--- src/common/cbp_defines.svh ---
// Register offsets, field positions, reset values and timing counts of the prescaler
`ifndef CBP_DEFINES_SVH
`define CBP_DEFINES_SVH

// ----------------------------------------------------------------------
// Register byte offsets
// ----------------------------------------------------------------------
`define CBP_OFS_CONTROL 4'h0
`define CBP_OFS_NOM_CFG 4'h4
`define CBP_OFS_DAT_CFG 4'h8
`define CBP_OFS_STATUS 4'hc

// ----------------------------------------------------------------------
// Control register fields
// ----------------------------------------------------------------------
`define CBP_CTRL_ENA_BIT 0
`define CBP_CTRL_MASK 32'h00000001

// ----------------------------------------------------------------------
// Timing configuration fields
// ----------------------------------------------------------------------
`define CBP_DIV_MSB 7
`define CBP_DIV_LSB 0
`define CBP_PROP_MSB 13
`define CBP_PROP_LSB 8
`define CBP_PH1_MSB 19
`define CBP_PH1_LSB 14
`define CBP_PH2_MSB 25
`define CBP_PH2_LSB 20
`define CBP_SJW_MSB 30
`define CBP_SJW_LSB 26
`define CBP_CFG_MASK 32'h7fffffff

// ----------------------------------------------------------------------
// Reset values
// ----------------------------------------------------------------------
`define CBP_RST_CONTROL 32'h00000000
`define CBP_RST_NOM_CFG 32'h0830c50a
`define CBP_RST_DAT_CFG 32'h0420c302

// ----------------------------------------------------------------------
// Timing counts
// ----------------------------------------------------------------------
`define CBP_SYNC_QUANTA 8'h01
`define CBP_TQ_START 8'h01
`define CBP_RX_STAGES 3

`endif

--- src/common/cbp_pkg.sv ---
// Types shared by the prescaler design files
package cbp_pkg;

  // Bit rate selected by the protocol control state machine
  typedef enum logic [1:0] {
    CBP_RATE_NOM = 2'h0,
    CBP_RATE_DATA = 2'h1,
    CBP_RATE_SEC = 2'h2
  } cbp_rate_t;

  // Current bit segment
  typedef enum logic [1:0] {
    CBP_SEG_TSEG1 = 2'b01,
    CBP_SEG_TSEG2 = 2'b10
  } cbp_seg_t;

endpackage

--- src/design/cbp_bit_counters.sv ---
// Quantum counter and segment counter for one bit rate
`timescale 1ns/1ns
`include "cbp_defines.svh"

module cbp_bit_counters
  import cbp_pkg::*;
(
  // Clock and reset
  input wire logic clock,
  input wire logic rst_n,
  // Control
  input wire logic run,
  input wire logic clear,
  input wire logic [7:0] divider,
  // Counter state
  output logic tq_edge,
  output logic [7:0] seg_cnt
);

  logic [7:0] tq_cnt_reg;
  logic [7:0] tq_cnt_next;
  logic [7:0] seg_cnt_reg;
  logic [7:0] seg_cnt_next;
  logic div_one;

  // ----------------------------------------------------------------------
  // Quantum elapsed pulse
  // ----------------------------------------------------------------------
  // Divider of one (or zero) gives a continuous pulse
  assign div_one = (divider <= 8'h01);
  assign tq_edge = run && (div_one || (tq_cnt_reg == divider));

  // Next counter values; clear beats run
  assign tq_cnt_next = clear ? `CBP_TQ_START :
                       (!run || div_one) ? tq_cnt_reg :
                       tq_edge ? `CBP_TQ_START : tq_cnt_reg + 8'h01;
  assign seg_cnt_next = clear ? 8'h00 :
                        tq_edge ? seg_cnt_reg + 8'h01 : seg_cnt_reg;
  assign seg_cnt = seg_cnt_reg;

  // ----------------------------------------------------------------------
  // Counter registers
  // ----------------------------------------------------------------------
  always_ff @(posedge clock or negedge rst_n)
  begin
    if (!rst_n)
    begin
      tq_cnt_reg <= `CBP_TQ_START;
      seg_cnt_reg <= 8'h00;
    end
    else
    begin
      tq_cnt_reg <= tq_cnt_next;
      seg_cnt_reg <= seg_cnt_next;
    end
  end

endmodule // cbp_bit_counters

--- src/design/cbp_prescaler.sv ---
// Bit timing prescaler with nominal and data timing logic and Avalon-MM registers
`timescale 1ns/1ns
`include "cbp_defines.svh"

module cbp_prescaler
  import cbp_pkg::*;
(
  // Clock and reset
  input wire logic clock,
  input wire logic rst_n,
  // Avalon-MM slave
  input wire logic [3:0] avs_address,
  input wire logic avs_read,
  input wire logic avs_write,
  input wire logic [31:0] avs_writedata,
  input wire logic [3:0] avs_byteenable,
  output logic [31:0] avs_readdata,
  output logic avs_waitrequest,
  // Protocol control side
  input wire cbp_rate_t rate_sel,
  input wire logic rate_switch,
  input wire logic sync_edge,
  input wire logic hard_sync_mode,
  // Bit triggers
  output logic tx_trigger,
  output logic [2:0] rx_trigger,
  output logic sec_sample
);

  // ----------------------------------------------------------------------
  // Helper functions
  // ----------------------------------------------------------------------
  // Byte-lane merge of a write into a register
  function automatic logic [31:0] f_merge(input logic [31:0] old_val,
                                         input logic [31:0] new_val,
                                         input logic [3:0] be);
    logic [31:0] res;
    res = old_val;
    for (int i = 0; i < 4; i++)
    begin
      if (be[i])
        res[i*8 +: 8] = new_val[i*8 +: 8];
    end
    return res;
  endfunction

  // TSEG1 length: sync plus prop plus phase 1
  function automatic logic [7:0] f_tseg1(input logic [31:0] cfg);
    return `CBP_SYNC_QUANTA + {2'h0, cfg[`CBP_PROP_MSB:`CBP_PROP_LSB]}
           + {2'h0, cfg[`CBP_PH1_MSB:`CBP_PH1_LSB]};
  endfunction

  // TSEG2 length: phase 2
  function automatic logic [7:0] f_tseg2(input logic [31:0] cfg);
    return {2'h0, cfg[`CBP_PH2_MSB:`CBP_PH2_LSB]};
  endfunction

  // Jump width
  function automatic logic [7:0] f_sjw(input logic [31:0] cfg);
    return {3'h0, cfg[`CBP_SJW_MSB:`CBP_SJW_LSB]};
  endfunction

  // End request of the segment meter
  function automatic logic f_end_req(input logic [7:0] cnt, input logic [7:0] exp_len);
    return (exp_len == 8'h00) || (cnt >= exp_len - 8'h01);
  endfunction

  // Next expected segment length of one meter
  function automatic logic [7:0] f_exp_next(input logic [31:0] cfg,
                                            input logic [7:0] exp_len,
                                            input logic [7:0] cnt,
                                            input logic in_t2,
                                            input logic enabled,
                                            input logic end_now,
                                            input logic early,
                                            input logic hard,
                                            input logic rsync);
    logic [7:0] sjw;
    logic [7:0] res;
    sjw = f_sjw(cfg);
    res = exp_len;
    if (!enabled)
      res = f_tseg1(cfg);
    else if (hard)
      res = f_tseg1(cfg) - 8'h01;
    else if (end_now)
    begin
      if (in_t2)
        res = early ? f_tseg1(cfg) - 8'h01 : f_tseg1(cfg);
      else
        res = f_tseg2(cfg);
    end
    else if (rsync && !in_t2 && cnt != 8'h00)
      res = exp_len + ((cnt > sjw) ? sjw : cnt);
    else if (rsync && in_t2)
      res = exp_len - sjw;
    return res;
  endfunction

  // ----------------------------------------------------------------------
  // Declarations
  // ----------------------------------------------------------------------
  logic [31:0] control_reg;
  logic [31:0] control_next;
  logic [31:0] nom_cfg_reg;
  logic [31:0] nom_cfg_next;
  logic [31:0] dat_cfg_reg;
  logic [31:0] dat_cfg_next;
  logic [31:0] readdata_reg;
  logic [31:0] readdata_next;
  logic waitrequest_reg;
  logic waitrequest_next;
  logic [7:0] exp_nom_reg;
  logic [7:0] exp_nom_next;
  logic [7:0] exp_dat_reg;
  logic [7:0] exp_dat_next;
  cbp_seg_t seg_reg;
  cbp_seg_t seg_next;
  logic edge_used_reg;
  logic edge_used_next;
  logic tx_trigger_reg;
  logic [2:0] rx_trigger_reg;
  logic sec_sample_reg;

  logic core_en;
  logic bus_req;
  logic bus_go;
  logic wr_go;
  logic hit_control;
  logic hit_nom;
  logic hit_dat;
  logic hit_status;
  logic [31:0] status_word;
  logic [31:0] read_mux;
  logic run_nom;
  logic run_dat;
  logic clear_cnt;
  logic tq_nom;
  logic tq_dat;
  logic [7:0] seg_cnt_nom;
  logic [7:0] seg_cnt_dat;
  logic data_active;
  logic tq_act;
  logic [7:0] cnt_act;
  logic [7:0] exp_act;
  logic [7:0] sjw_act;
  logic [7:0] rem_act;
  logic in_tseg2;
  logic edge_ok;
  logic hard_sync;
  logic resync;
  logic imm_end;
  logic early_end;
  logic reg_end;
  logic seg_end;
  logic sample_point;
  logic bit_start;

  // ----------------------------------------------------------------------
  // Avalon-MM decode
  // ----------------------------------------------------------------------
  // One wait cycle, then the access completes
  assign bus_req = avs_read || avs_write;
  assign bus_go = bus_req && !waitrequest_reg;
  assign wr_go = avs_write && !waitrequest_reg;
  assign hit_control = (avs_address == `CBP_OFS_CONTROL);
  assign hit_nom = (avs_address == `CBP_OFS_NOM_CFG);
  assign hit_dat = (avs_address == `CBP_OFS_DAT_CFG);
  assign hit_status = (avs_address == `CBP_OFS_STATUS);
  assign waitrequest_next = !(bus_req && waitrequest_reg);

  // Register writes; timing configs locked while enabled
  assign control_next = (wr_go && hit_control) ?
                        f_merge(control_reg, avs_writedata, avs_byteenable) & `CBP_CTRL_MASK :
                        control_reg;
  assign nom_cfg_next = (wr_go && hit_nom && !core_en) ?
                        f_merge(nom_cfg_reg, avs_writedata, avs_byteenable) & `CBP_CFG_MASK :
                        nom_cfg_reg;
  assign dat_cfg_next = (wr_go && hit_dat && !core_en) ?
                        f_merge(dat_cfg_reg, avs_writedata, avs_byteenable) & `CBP_CFG_MASK :
                        dat_cfg_reg;

  // Status word and read mux; unmapped reads zero
  assign status_word = {4'h0, rate_sel, edge_used_reg, in_tseg2, exp_act,
                        seg_cnt_dat, seg_cnt_nom};
  assign read_mux = hit_control ? control_reg :
                    hit_nom ? nom_cfg_reg :
                    hit_dat ? dat_cfg_reg :
                    hit_status ? status_word : 32'h00000000;
  assign readdata_next = (avs_read && waitrequest_reg) ? read_mux : readdata_reg;

  // ----------------------------------------------------------------------
  // Rate selection and counter enables
  // ----------------------------------------------------------------------
  assign core_en = control_reg[`CBP_CTRL_ENA_BIT];
  // Data and secondary rates share the data logic
  assign data_active = (rate_sel != CBP_RATE_NOM);
  assign run_nom = core_en;
  assign run_dat = core_en && (data_active || rate_switch);
  assign clear_cnt = !core_en || seg_end || hard_sync;

  // Nominal counter unit
  cbp_bit_counters u_nominal_counter_unit
  (
    .clock(clock),
    .rst_n(rst_n),
    .run(run_nom),
    .clear(clear_cnt),
    .divider(nom_cfg_reg[`CBP_DIV_MSB:`CBP_DIV_LSB]),
    .tq_edge(tq_nom),
    .seg_cnt(seg_cnt_nom)
  );

  // Data counter unit
  cbp_bit_counters u_data_counter_unit
  (
    .clock(clock),
    .rst_n(rst_n),
    .run(run_dat),
    .clear(clear_cnt),
    .divider(dat_cfg_reg[`CBP_DIV_MSB:`CBP_DIV_LSB]),
    .tq_edge(tq_dat),
    .seg_cnt(seg_cnt_dat)
  );

  // ----------------------------------------------------------------------
  // Segment meter of the active rate
  // ----------------------------------------------------------------------
  assign tq_act = data_active ? tq_dat : tq_nom;
  assign cnt_act = data_active ? seg_cnt_dat : seg_cnt_nom;
  assign exp_act = data_active ? exp_dat_reg : exp_nom_reg;
  assign sjw_act = data_active ? f_sjw(dat_cfg_reg) : f_sjw(nom_cfg_reg);
  assign rem_act = exp_act - cnt_act;
  assign in_tseg2 = (seg_reg == CBP_SEG_TSEG2);

  // One edge between two sample points
  assign edge_ok = core_en && sync_edge && !edge_used_reg;
  assign hard_sync = edge_ok && hard_sync_mode;
  assign resync = edge_ok && !hard_sync_mode;

  // Negative error within jump width ends TSEG2 at once
  assign imm_end = resync && in_tseg2 && (rem_act <= sjw_act);
  assign early_end = imm_end && (rem_act < sjw_act);
  assign reg_end = tq_act && f_end_req(cnt_act, exp_act);
  assign seg_end = core_en && !hard_sync && (reg_end || imm_end);
  assign sample_point = seg_end && !in_tseg2;
  assign bit_start = (seg_end && in_tseg2) || hard_sync;

  // Expected length of both meters
  assign exp_nom_next = f_exp_next(nom_cfg_reg, exp_nom_reg, seg_cnt_nom, in_tseg2, core_en,
                                   seg_end, early_end, hard_sync,
                                   resync && !imm_end && !data_active);
  assign exp_dat_next = f_exp_next(dat_cfg_reg, exp_dat_reg, seg_cnt_dat, in_tseg2, core_en,
                                   seg_end, early_end, hard_sync,
                                   resync && !imm_end && data_active);

  // Edge lock; a new edge wins over the sample point clear
  assign edge_used_next = !core_en ? 1'b0 :
                          edge_ok ? 1'b1 :
                          sample_point ? 1'b0 : edge_used_reg;

  // Segment sequence
  always_comb
  begin
    seg_next = seg_reg;
    if (!core_en || hard_sync)
      seg_next = CBP_SEG_TSEG1;
    else if (seg_end)
    begin
      unique case (seg_reg)
        CBP_SEG_TSEG1: seg_next = CBP_SEG_TSEG2;
        CBP_SEG_TSEG2: seg_next = CBP_SEG_TSEG1;
        default: seg_next = CBP_SEG_TSEG1;
      endcase
    end
  end

  // ----------------------------------------------------------------------
  // Bus registers
  // ----------------------------------------------------------------------
  always_ff @(posedge clock or negedge rst_n)
  begin
    if (!rst_n)
    begin
      control_reg <= `CBP_RST_CONTROL;
      nom_cfg_reg <= `CBP_RST_NOM_CFG;
      dat_cfg_reg <= `CBP_RST_DAT_CFG;
      readdata_reg <= 32'h00000000;
      waitrequest_reg <= 1'b1;
    end
    else
    begin
      control_reg <= control_next;
      nom_cfg_reg <= nom_cfg_next;
      dat_cfg_reg <= dat_cfg_next;
      readdata_reg <= readdata_next;
      waitrequest_reg <= waitrequest_next;
    end
  end

  // ----------------------------------------------------------------------
  // Meter and sequence registers
  // ----------------------------------------------------------------------
  always_ff @(posedge clock or negedge rst_n)
  begin
    if (!rst_n)
    begin
      exp_nom_reg <= 8'h00;
      exp_dat_reg <= 8'h00;
      seg_reg <= CBP_SEG_TSEG1;
      edge_used_reg <= 1'b0;
    end
    else
    begin
      exp_nom_reg <= exp_nom_next;
      exp_dat_reg <= exp_dat_next;
      seg_reg <= seg_next;
      edge_used_reg <= edge_used_next;
    end
  end

  // ----------------------------------------------------------------------
  // Trigger registers
  // ----------------------------------------------------------------------
  // Receive stages follow the sample point one cycle apart
  always_ff @(posedge clock or negedge rst_n)
  begin
    if (!rst_n)
    begin
      tx_trigger_reg <= 1'b0;
      rx_trigger_reg <= 3'h0;
      sec_sample_reg <= 1'b0;
    end
    else
    begin
      tx_trigger_reg <= bit_start;
      rx_trigger_reg <= {rx_trigger_reg[1:0], sample_point};
      sec_sample_reg <= sample_point && (rate_sel == CBP_RATE_SEC);
    end
  end

  // Outputs straight from flip-flops
  assign avs_readdata = readdata_reg;
  assign avs_waitrequest = waitrequest_reg;
  assign tx_trigger = tx_trigger_reg;
  assign rx_trigger = rx_trigger_reg;
  assign sec_sample = sec_sample_reg;

endmodule // cbp_prescaler

--- config.mk ---
export PLATFORM = sky130hd
export DESIGN_NAME = cbp_prescaler
export DESIGN_NICKNAME = d
export VERILOG_FILES = /design/src/common/cbp_pkg.sv /design/src/design/cbp_bit_counters.sv /design/src/design/cbp_prescaler.sv
export VERILOG_INCLUDE_DIRS = /design/src /design/src/common
export SDC_FILE = /design/constraint.sdc
export NUM_CORES = 1
export LEC_CHECK = 0
export ABC_CLOCK_PERIOD_IN_PS = 3700
export BUFFER_PORTS_ARGS = -buffer_cell sky130_fd_sc_hd__buf_2
export CORE_MARGIN = 1
export CORE_UTILIZATION = 40
export DETAILED_ROUTE_END_ITERATION = 8
export SLEW_MARGIN = 20
export SYNTH_ARGS = -nofsm -noshare
export SYNTH_HDL_FRONTEND = slang
export SYNTH_SLANG_ARGS = --single-unit
--- constraint.sdc ---
create_clock -name clock -period 3.7 [get_ports clock]
set_input_delay 0.37 -clock clock [delete_from_list [all_inputs] [get_ports clock]]
set_output_delay 0.37 -clock clock [all_outputs]
set_load 0.03 [all_outputs]
==> impl_metrics.tcl, run 1 <==
set metrics [dict create \
    htree_levels 4 \
    ff2ff_setup_slack_ps -40 \
    finClkSkew_ps 14.3 \
    period_share_pct 101 \
    p_leak_nw 6.57 \
    syn_inst 1156 \
    rsz0062_at_grt "yes" \
    postSynthAreaPerCell_sq_um 9.23 \
    whs_ps 85.3 \
    critPathLaunchType "flip-flop" \
    violations "design-rule violations, negative setup slack" \
    ant_nets 0 \
    diodes 0 \
    grt_pass1_wl_mm 56.1 \
    hp-class "in -> reg" \
    ys_warn_count 0 \
    via_per_inst 5.70 \
    placed_cell_area_sq_um 12600 \
    worstMarginPinSlew_ps 1360 \
    slew_viol_final 0 \
    num_rows 59 \
    r2r-start "u_data_counter_unit.seg_cnt[1]" \
    start_util_pct 40.8 \
    ir_worst_vdd_mv 0.332 \
    outcome "finished, violations left" \
    core_sq_um 26100 \
    yosysMostFrequentCell "dfrtp_1" \
    critPathLaunch "u_data_counter_unit.seg_cnt[1]" \
    syn_area_sq_um 10700 \
    arrival_ps 4070 \
    crit_end "exp_dat_reg[6]" \
    numCtsBuffers 17 \
    synth-edff-count 0 \
    grt_usage_pct 27.6 \
    drt_iter0_markers 677 \
    ys_seq_area_share_pct 35.7 \
    synth.distinct_cells 82 \
    setup_violations 6 \
    synth_top_cells_by_count "dfrtp_1, nand2_1, o21ai_0" \
    ys_seq_elements 151 \
    cp_max_fo 3 \
    post-place-ws_ps -380 \
    portBuffers 84 \
    cts_buffer_depth 2 \
    clk-insertion-delay-late_ps 440 \
    yosys-top-cells-area "dfrtp_1, mux2_2, ha_1, dfstp_2, o21ai_0" \
    fin_tns_setup_ps -150 \
    final_area_sq_um 14200 \
    syn_nets 1269 \
    grt_pass1_vias 9584 \
    num_io_pins 87 \
    timing.fmax_mhz 267 \
    ys_async_sr_fraction_pct 100 \
    cts_tree "built" \
    gp_congestion 0.938 \
    grt_max_degree 70 \
    hold_start "avs_write" \
    drc_errors 7 \
    critPathKind "reg -> reg" \
    drive_gt1_share_pct 38.7 \
    fin_crit_ps 3740 \
    setup_ws_ps -39.4 \
    cap_violations 0 \
    die_height_um 165 \
    hold_violations 0 \
    chipWidth_um 165 \
    cts.sinks 151 \
    die_area_sq_um 27300 \
    synth_top_area_share_pct 30.7 \
    r2r_end "exp_dat_reg[6]" \
    end_kind "flip-flop" \
    syn_to_final_growth_pct 33.2 \
    yosysTopAreaCell "dfrtp_1" \
    ff2ff_path_depth 23 \
    clockRootBuffer "clkbuf_16" \
    worstPathRequired_ps 4030 \
    antenna_found_initial 0 \
    drt-pass1-iter-count 7 \
    num_vias 9935 \
    ys.flop_type "dfrtp_1" \
    dp_hpwl_mm 27.6 \
    path_clk_slew_ps 80 \
    nets 1507 \
    routed_wl_mm 37.0 \
    finalPower_mw 8.45 \
    routedWlPerCell_um 21.2 \
    grt_overflow 0 \
    p_per_area_nw_per_um2 595 \
    slew_headroom_pct 8.91 \
]
-- repair_timing --
item,in CTS,in global routing
gates resized for setup,60,104
hold buffers,1,0
gates cloned,1,2
endpoints found under the setup margin,43,52
buffers inserted,10,19
hold endpoints to repair,59,0
pin swaps,34,71
-- critical path: stages, from the launching register on --
cell	delay [ps]
dfrtp_1	400
buf_6	130
ha_4	210
nor2b_4	120
o21a_1	170
o21ai_2	110
nand2b_1	90
a21oi_2	160
a31oi_2	60
nor2_2	170
nor2b_4	210
o21ai_2	80
ha_2	190
fa_2	360
a21oi_2	140
nor2_1	50
nor2_1	130
o21bai_1	90
a21oi_2	150
xnor2_1	100
nor2_1	100
a221oi_1	60
a311oi_1	270
o21ai_1	80
-- stage by stage --
step                      cells  utilization, %
final                      1742            54.4
after global routing       1742            54.4
after CTS                  1724            51.7
after detailed placement   1680            48.2
after global placement     1680            48.2
after floorplan            1156               -
-- power by group --
part	leakage, nW	internal, mW	switching, mW	total [mW]
sequential	1.98	1.86	0.239	2.10
combinational	4.30	2.17	2.39	4.55
clock	0.290	0.913	0.881	1.79
total	6.57	4.95	3.51	8.45
-- final cells by class --
type | instances | area [sq um]
clock buffers | 17 | 425
clock inverters | 15 | 175
fillers | 2401 | 11900
inverters | 46 | 173
multi-input cells | 903 | 7200
flip-flops and latches | 151 | 3810
well taps | 335 | 419
repair buffers | 275 | 2010
-- how the worst min path moves through the flow --
stage | to | slack (ps) | cells after the start
2_1_floorplan | avs_readdata[0] | 70 | 0
3_3_place_gp | rx_trigger[2] | 350 | 0
3_5_place_dp | rx_trigger[1] | 360 | 0
4_1_cts | avs_waitrequest | 80 | 2
5_1_grt | avs_waitrequest | 110 | 2
6_report | avs_waitrequest | 90 | 2
-- logic make-up (layout without fill, tap and decap cells) --
family / Yosys count / in the layout / share of synthesized area [%]
mux: 103 / 103 / 10.8
xor+xnor: 75 / 75 / 6.16
compound gates: 298 / 299 / 18.5
fa+ha+maj: 65 / 65 / 7.88
simple gates: 358 / 360 / 16.7
buf+inv: 105 / 353 / 4.21
other cells: 1 / 1 / 0.0352
flops: 151 / 151 / 35.7
-- cell usage in the layout, fill, tap and decap left out, drive strengths merged, types with 20 or more instances in the layout --
cell | netlist | layout
xor2 | 33 | 33
a22oi | 36 | 36
nand2 | 109 | 110
o21ai | 104 | 104
xnor2 | 42 | 42
and3 | 20 | 21
a21oi | 47 | 47
nor3 | 21 | 21
nand3 | 30 | 30
mux2i | 22 | 22
nor2 | 84 | 84
inv | 45 | 52
buf | 15 | 274
dfstp | 20 | 20
dfrtp | 131 | 131
mux2 | 80 | 80
ha | 60 | 60
-- metal layers --
metal  GRT usage (%)  vias to the layer above  wire, um
met1            39.5                     4813     17200
met3            4.10                       72      2250
met2            41.4                      371     16200
met5               0                        -         0
met4            11.0                        0      1310
li1                -                     4679         -
No activity file was read; power rests on OpenSTA's default activity.
==> run 2: changes to the inputs <==
--- a/config.mk
+++ b/config.mk
@@ -6,7 +6,6 @@
 export SDC_FILE = /design/constraint.sdc
 export NUM_CORES = 1
 export LEC_CHECK = 0
-export ABC_CLOCK_PERIOD_IN_PS = 3700
 export BUFFER_PORTS_ARGS = -buffer_cell sky130_fd_sc_hd__buf_2
 export CORE_MARGIN = 1
 export CORE_UTILIZATION = 40
@@ -14,4 +13,5 @@
 export SLEW_MARGIN = 20
 export SYNTH_ARGS = -nofsm -noshare
 export SYNTH_HDL_FRONTEND = slang
+export SYNTH_HIERARCHICAL = 1
 export SYNTH_SLANG_ARGS = --single-unit
==> impl_metrics.tcl, run 2 <==
set metrics [dict create \
    r2r-start "exp_nom_reg[1]" \
    yosys-top-cells-area "dfrtp_1, mux2_2, ha_1, a21oi_1, dfstp_2" \
    numCtsBuffers 17 \
    worstMarginPinSlew_ps 926 \
    synth_top_area_share_pct 30.2 \
    drt-pass1-iter-count 7 \
    end_kind "flip-flop" \
    ys_seq_area_share_pct 35.1 \
    fin_crit_ps 3850 \
    synth_top_family_by_area "compound AO/OA/AOI/OAI gates" \
    worstPathRequired_ps 3990 \
    period_share_pct 104 \
    start_util_pct 41.1 \
    final_common_cell "buf_4" \
    fillers 2368 \
    ant_nets 0 \
    intPower_mw 4.60 \
    p_leak_nw 6.46 \
    via_per_inst 5.89 \
    syn_inst 1210 \
    yosysTopAreaCell "dfrtp_1" \
    crit_path_cell_trace "buf_4, nor4b_2, buf_4, a2111o_1, a41o_1, xor2_1, ha_1, and3_1, a31oi_1, o21ai_1, a311o_1, buf_6, buf_6, or3_4, buf_6, nor2_2, a221oi_1" \
    multi_input_area_sq_um 7140 \
    htree_levels 4 \
    cts.sinks 151 \
    cts_buffer_depth 2 \
    routedWlPerCell_um 21.3 \
    ys.flop_type "dfrtp_1" \
    rsz0062_at_grt "yes" \
    slew_viol_final 0 \
    slowest_delay_ps 440 \
    ir_worst_vdd_mv 0.343 \
    cts_tree "built" \
    synth_compound_area_share_pct 20.0 \
    grt_max_degree 102 \
    violations "negative hold slack, negative setup slack" \
    grt_pass1_wl_mm 58.3 \
    drc_errors 0 \
    portBuffers 84 \
    chipWidth_um 167 \
    gp_congestion 0.944 \
    hp-class "in -> async" \
    hold_violations 1 \
    synthAdderAreaFrac_pct 7.96 \
    layout_common_cells "buf_4, dfrtp_1, nand2_1, a21oi_1, buf_2" \
    drive_gt1_share_pct 36.2 \
    path_clk_slew_ps 70 \
    num_io_pins 87 \
    antenna_found_initial 4 \
    crit_slowest_cell "dfrtp_1" \
    cp_max_fo 5 \
    num_rows 59 \
    clk-insertion-delay-late_ps 440 \
    crit_top_cell "buf_6" \
    whs_ps -0.738 \
    num_vias 10600 \
    grt_overflow 0 \
    critPathLaunchType "flip-flop" \
    syn_nets 1324 \
    grt_pass1_vias 10100 \
    ys_warn_count 6 \
    p_per_area_nw_per_um2 548 \
    yosysMostFrequentCell "dfrtp_1" \
    arrival_ps 4140 \
    routed_wl_mm 38.2 \
    finClkSkew_ps 17.1 \
    seq_area_sq_um 3810 \
    cap_violations 0 \
    setup_violations 15 \
    pwr-share-clk_pct 22.6 \
    synth_xor_area_share_pct 5.57 \
    outcome "finished, violations left" \
    die_height_um 167 \
    drt_iter0_markers 854 \
    synthMuxAreaShare_pct 9.16 \
    ys_async_sr_fraction_pct 100 \
    share_comb_of_total_power_pct 50.3 \
    power_switching_mw 3.13 \
    slew_headroom_pct 38.3 \
    final_util_pct 53.5 \
    setup_ws_ps -150 \
    postSynthAreaPerCell_sq_um 8.96 \
    critPathLaunch "exp_nom_reg[1]" \
    p_sw_share_pct 40.5 \
    syn_area_sq_um 10800 \
    synth_simple_gate_area_share_pct 17.8 \
    die_area_sq_um 27800 \
    core_sq_um 26400 \
    dp_hpwl_mm 28.5 \
    nets 1559 \
    ys_seq_elements 151 \
    syn_to_final_growth_pct 30.1 \
    grt_usage_pct 27.2 \
    seq_power_share_pct 27.1 \
    critPathKind "reg -> reg" \
    synth.distinct_cells 83 \
    synth_top_cells_by_count "dfrtp_1, nand2_1, a21oi_1" \
    synth-edff-count 0 \
    timing.fmax_mhz 260 \
    clockRootBuffer "clkbuf_16" \
]
run 2: changes by cell type in the layout (fill, tap and decap cells not counted), sizes merged, moves of 9 or more:
| cell | change |
|---|---|
| mux2 | -9 |
| or3 | +11 |
| o21ai | -42 |
| xor2 | +12 |
| a22oi | -32 |
| o41ai | +34 |
| a21oi | +71 |
| and3 | -13 |
| nand3 | -9 |
| inv | +15 |
| or4 | +11 |
| xnor2 | -18 |
| a31oi | +10 |
run 2: stage by stage:
stage	cells	setup slack (ps)	cell area, sq um	TNS (ps)	power [mW]
2_1_floorplan	1210	-485	10900	-13880	4.13
3_3_place_gp	1737	-514	12700	-16730	5.36
3_5_place_dp	1737	-645	12700	-21060	5.40
4_1_cts	1782	-14.4	13700	-29.3	7.38
5_1_grt	1793	-295	14100	-6720	8.14
6_report	1795	-150	14100	-743	7.73
run 2: kinds of logic (layout without fill, tap and decap cells):
logic type / Yosys count / in the layout
flops: 151 / 151
other cells: 1 / 3
fa+ha+maj: 67 / 67
buf+inv: 116 / 364
mux: 90 / 90
compound gates: 337 / 337
xor+xnor: 69 / 69
simple gates: 379 / 379
run 2: worst paths after layout:
kind	cells past startpoint	endpoint	slack, ps
worst max-delay path	17	exp_nom_reg[0]	-150
worst min-delay path	1	nom_cfg_reg[18]	-0.7
worst max register to register	17	exp_nom_reg[0]	-150
worst min register to register	0	rx_trigger[1]	370
max in group asynchronous	2	seg_reg[0]	2710
min in group clock	2	avs_waitrequest	110
run 2: critical path, delay by kind of cell (launching register included):
family          cells  cell delay (ps)
simple gates        4              790
fa+ha+maj           1              340
compound gates      6             1230
xor+xnor            1              160
buf+inv             5              750
flops               1              440
run 2: cell type report:
class,count,area share (%)
clock inverters,15,1.14
clock buffers,17,3.01
repair buffers,273,13.7
flip-flops and latches,151,27.0
multi-input cells,943,50.6
inverters,59,1.61
diodes,2,0.0355
well taps,335,2.97
run 2: what timing repair did:
| action | in CTS | in global routing |
|---|---|---|
| setup endpoints to repair | 48 | 46 |
| gates resized for setup | 71 | 78 |
| pin swaps | 49 | 42 |
| cloned | 0 | 0 |
| buffers inserted | 15 | 12 |
| hold buffers | 0 | 0 |
run 2: routing by layer:
| layer | part of all wire [%] | wire length, um | GRT usage, % |
|---|---|---|---|
| met1 | 45 | 17000 | 38.0 |
| met3 | 7.9 | 3030 | 5.96 |
| met4 | 2.8 | 1080 | 9.26 |
| met2 | 45 | 17000 | 41.3 |
| met5 | 0.034 | 13 | 0 |
run 2: power by group through the flow:
stage               Clock, mW  Combinational (mW)  Sequential [mW]
global placement            0                3.25             2.11
floorplan                   0                2.00             2.12
CTS                      1.77                3.52             2.08
finish                   1.75                3.89             2.09
global route             1.84                4.19             2.11
detailed placement          0                3.29             2.11
==> run 3: changes to the inputs <==
--- a/config.mk
+++ b/config.mk
@@ -10,6 +10,7 @@
 export CORE_MARGIN = 1
 export CORE_UTILIZATION = 40
 export DETAILED_ROUTE_END_ITERATION = 8
+export GPL_TIMING_DRIVEN = 0
 export SLEW_MARGIN = 20
 export SYNTH_ARGS = -nofsm -noshare
 export SYNTH_HDL_FRONTEND = slang
==> impl_metrics.tcl, run 3 (synthesis gave the netlist of run 2 again) <==
set metrics [dict create \
    r2r-start "control_reg[0]" \
    violations "negative setup slack" \
    cp_max_fo 10 \
    die_height_um 167 \
    num_io_pins 87 \
    cts_tree "built" \
    final_area_sq_um 13900 \
    numCtsBuffers 17 \
    placed_cell_area_sq_um 11800 \
    end_kind "flip-flop" \
    htree_levels 4 \
    min_path_cells 2 \
    clk-insertion-delay-late_ps 450 \
    ir_worst_vdd_mv 0.383 \
    fin_crit_ps 4010 \
    num_rows 59 \
    clockRootBuffer "clkbuf_16" \
    grt_max_degree 95 \
    start_util_pct 41.1 \
    slew_headroom_pct 42.8 \
    finalPower_mw 7.56 \
    drt_iter0_markers 860 \
    hp-class "in -> reg" \
    outcome "finished, violations left" \
    drt-pass1-iter-count 5 \
    drive_gt1_share_pct 32.0 \
    cts_buffer_depth 2 \
    routed_wl_mm 38.5 \
    finClkSkew_ps 23.3 \
    ff2ff_path_depth 13 \
    antenna_found_initial 3 \
    slew_viol_final 0 \
    grt_pass1_wl_mm 57.8 \
    critPathLaunchType "flip-flop" \
    drc_errors 0 \
    worstPathRequired_ps 4020 \
    grt_overflow 0 \
    r2r_end "exp_dat_reg[0]" \
    core_sq_um 26400 \
    ant_nets 0 \
    setup_violations 50 \
    cts.sinks 151 \
    min_to "avs_waitrequest" \
    routedWlPerCell_um 22.1 \
    die_area_sq_um 27800 \
    rsz0062_at_grt "yes" \
    p_leak_nw 6.10 \
    p_per_area_nw_per_um2 546 \
    setup_ws_ps -313 \
    final_common_cell "dfrtp_1" \
    dp_hpwl_mm 27.4 \
    critPathKind "reg -> reg" \
    via_per_inst 6.06 \
    grt_pass1_vias 9842 \
    layout_common_cells "dfrtp_1, nand2_1, a21oi_1, buf_2, nor2_1" \
    ff2ff_setup_slack_ps -310 \
    grt_usage_pct 27.1 \
    hold_violations 0 \
    path_clk_slew_ps 80 \
    arrival_ps 4330 \
    portBuffers 84 \
    timing.fmax_mhz 249 \
    hold_start "avs_read" \
    chipWidth_um 167 \
    num_vias 10500 \
    cap_violations 0 \
    nets 1504 \
    gp_congestion 0.966 \
    worstMarginPinSlew_ps 858 \
    syn_to_final_growth_pct 27.7 \
    period_share_pct 108 \
]
==> run 3: cell types whose count changed in the layout (fill, tap and decap cells not counted), sizes merged <==
cell,delta
buf,-93
diode,-1
clkinvlp,-1
clkbuf,+37
dlygate4sd3,+1
clkinv,+1
==> run 3: timing repair <==
| item | in CTS | in global routing |
|---|---|---|
| pin swaps | 26 | 47 |
| gates resized for setup | 86 | 109 |
| setup endpoints to repair | 54 | 52 |
| cloned | 1 | 3 |
| endpoints found under the hold margin | 11 | 0 |
| setup buffers | 43 | 32 |
| hold buffers | 1 | 0 |
==> run 3: worst max path at each step <==
stage / start / to / slack (ps) / cells past startpoint
after floorplan: rate_sel[0] / u_data_counter_unit/tq_cnt_reg[0] / -490 / 21
after global placement: rate_sel[1] / u_nominal_counter_unit/tq_cnt_reg[0] / -1320 / 23
after detailed placement: rate_sel[1] / exp_nom_reg[0] / -1350 / 22
after CTS: rate_sel[1] / exp_dat_reg[0] / -250 / 22
after global routing: u_data_counter_unit/seg_cnt[0] / exp_dat_reg[0] / -390 / 17
final: control_reg[0] / exp_dat_reg[0] / -310 / 13
==> run 3: cell type report <==
class,instances,area (sq um)
Sequential cell,151,3820
Multi-Input combinational cell,943,7210
Inverter,59,224
Clock buffer,17,425
Clock inverter,15,193
Antenna cell,1,2.50
Fill cell,2373,12500
Tap cell,335,419
Buffer,53,367
Timing Repair Buffer,165,1190
==> run 3: report_power, final <==
group | internal (mW) | switching (mW)
Clock | 0.926 | 0.901
Sequential | 1.87 | 0.332
Combinational | 1.59 | 1.95
==> run 3: critical path, cell delays in order, from the launching register on <==
cell,delay [ps]
dfrtp_2,500
inv_1,370
clkbuf_1,700
nor2_4,150
inv_1,110
nor2_1,100
mux2i_1,470
a21oi_1,210
a311o_1,330
buf_6,150
or3_4,390
buf_8,160
o211ai_1,120
o21ai_1,100
==> run 3: metal layers <==
| metal | global-route usage (%) | wire length, um |
|---|---|---|
| met3 | 4.35 | 2960 |
| met1 | 37.4 | 16700 |
| met5 | 0 | 27 |
| met2 | 42.5 | 17500 |
| met4 | 10.3 | 1250 |
==> run 3: per-stage QoR <==
stage                     setup WS [ps]  TNS [ps]  cells  util [%]  hold slack [ps]
after detailed placement          -1350    -59500   1630      44.9              354
final                              -313     -9470   1739      52.6             80.0
after global placement            -1320    -75270   1629      44.7              351
after floorplan                    -485    -13880   1210         -             74.4
after global routing               -394    -13240   1738      52.5             84.5
after CTS                          -248     -2960   1706      49.8             80.9
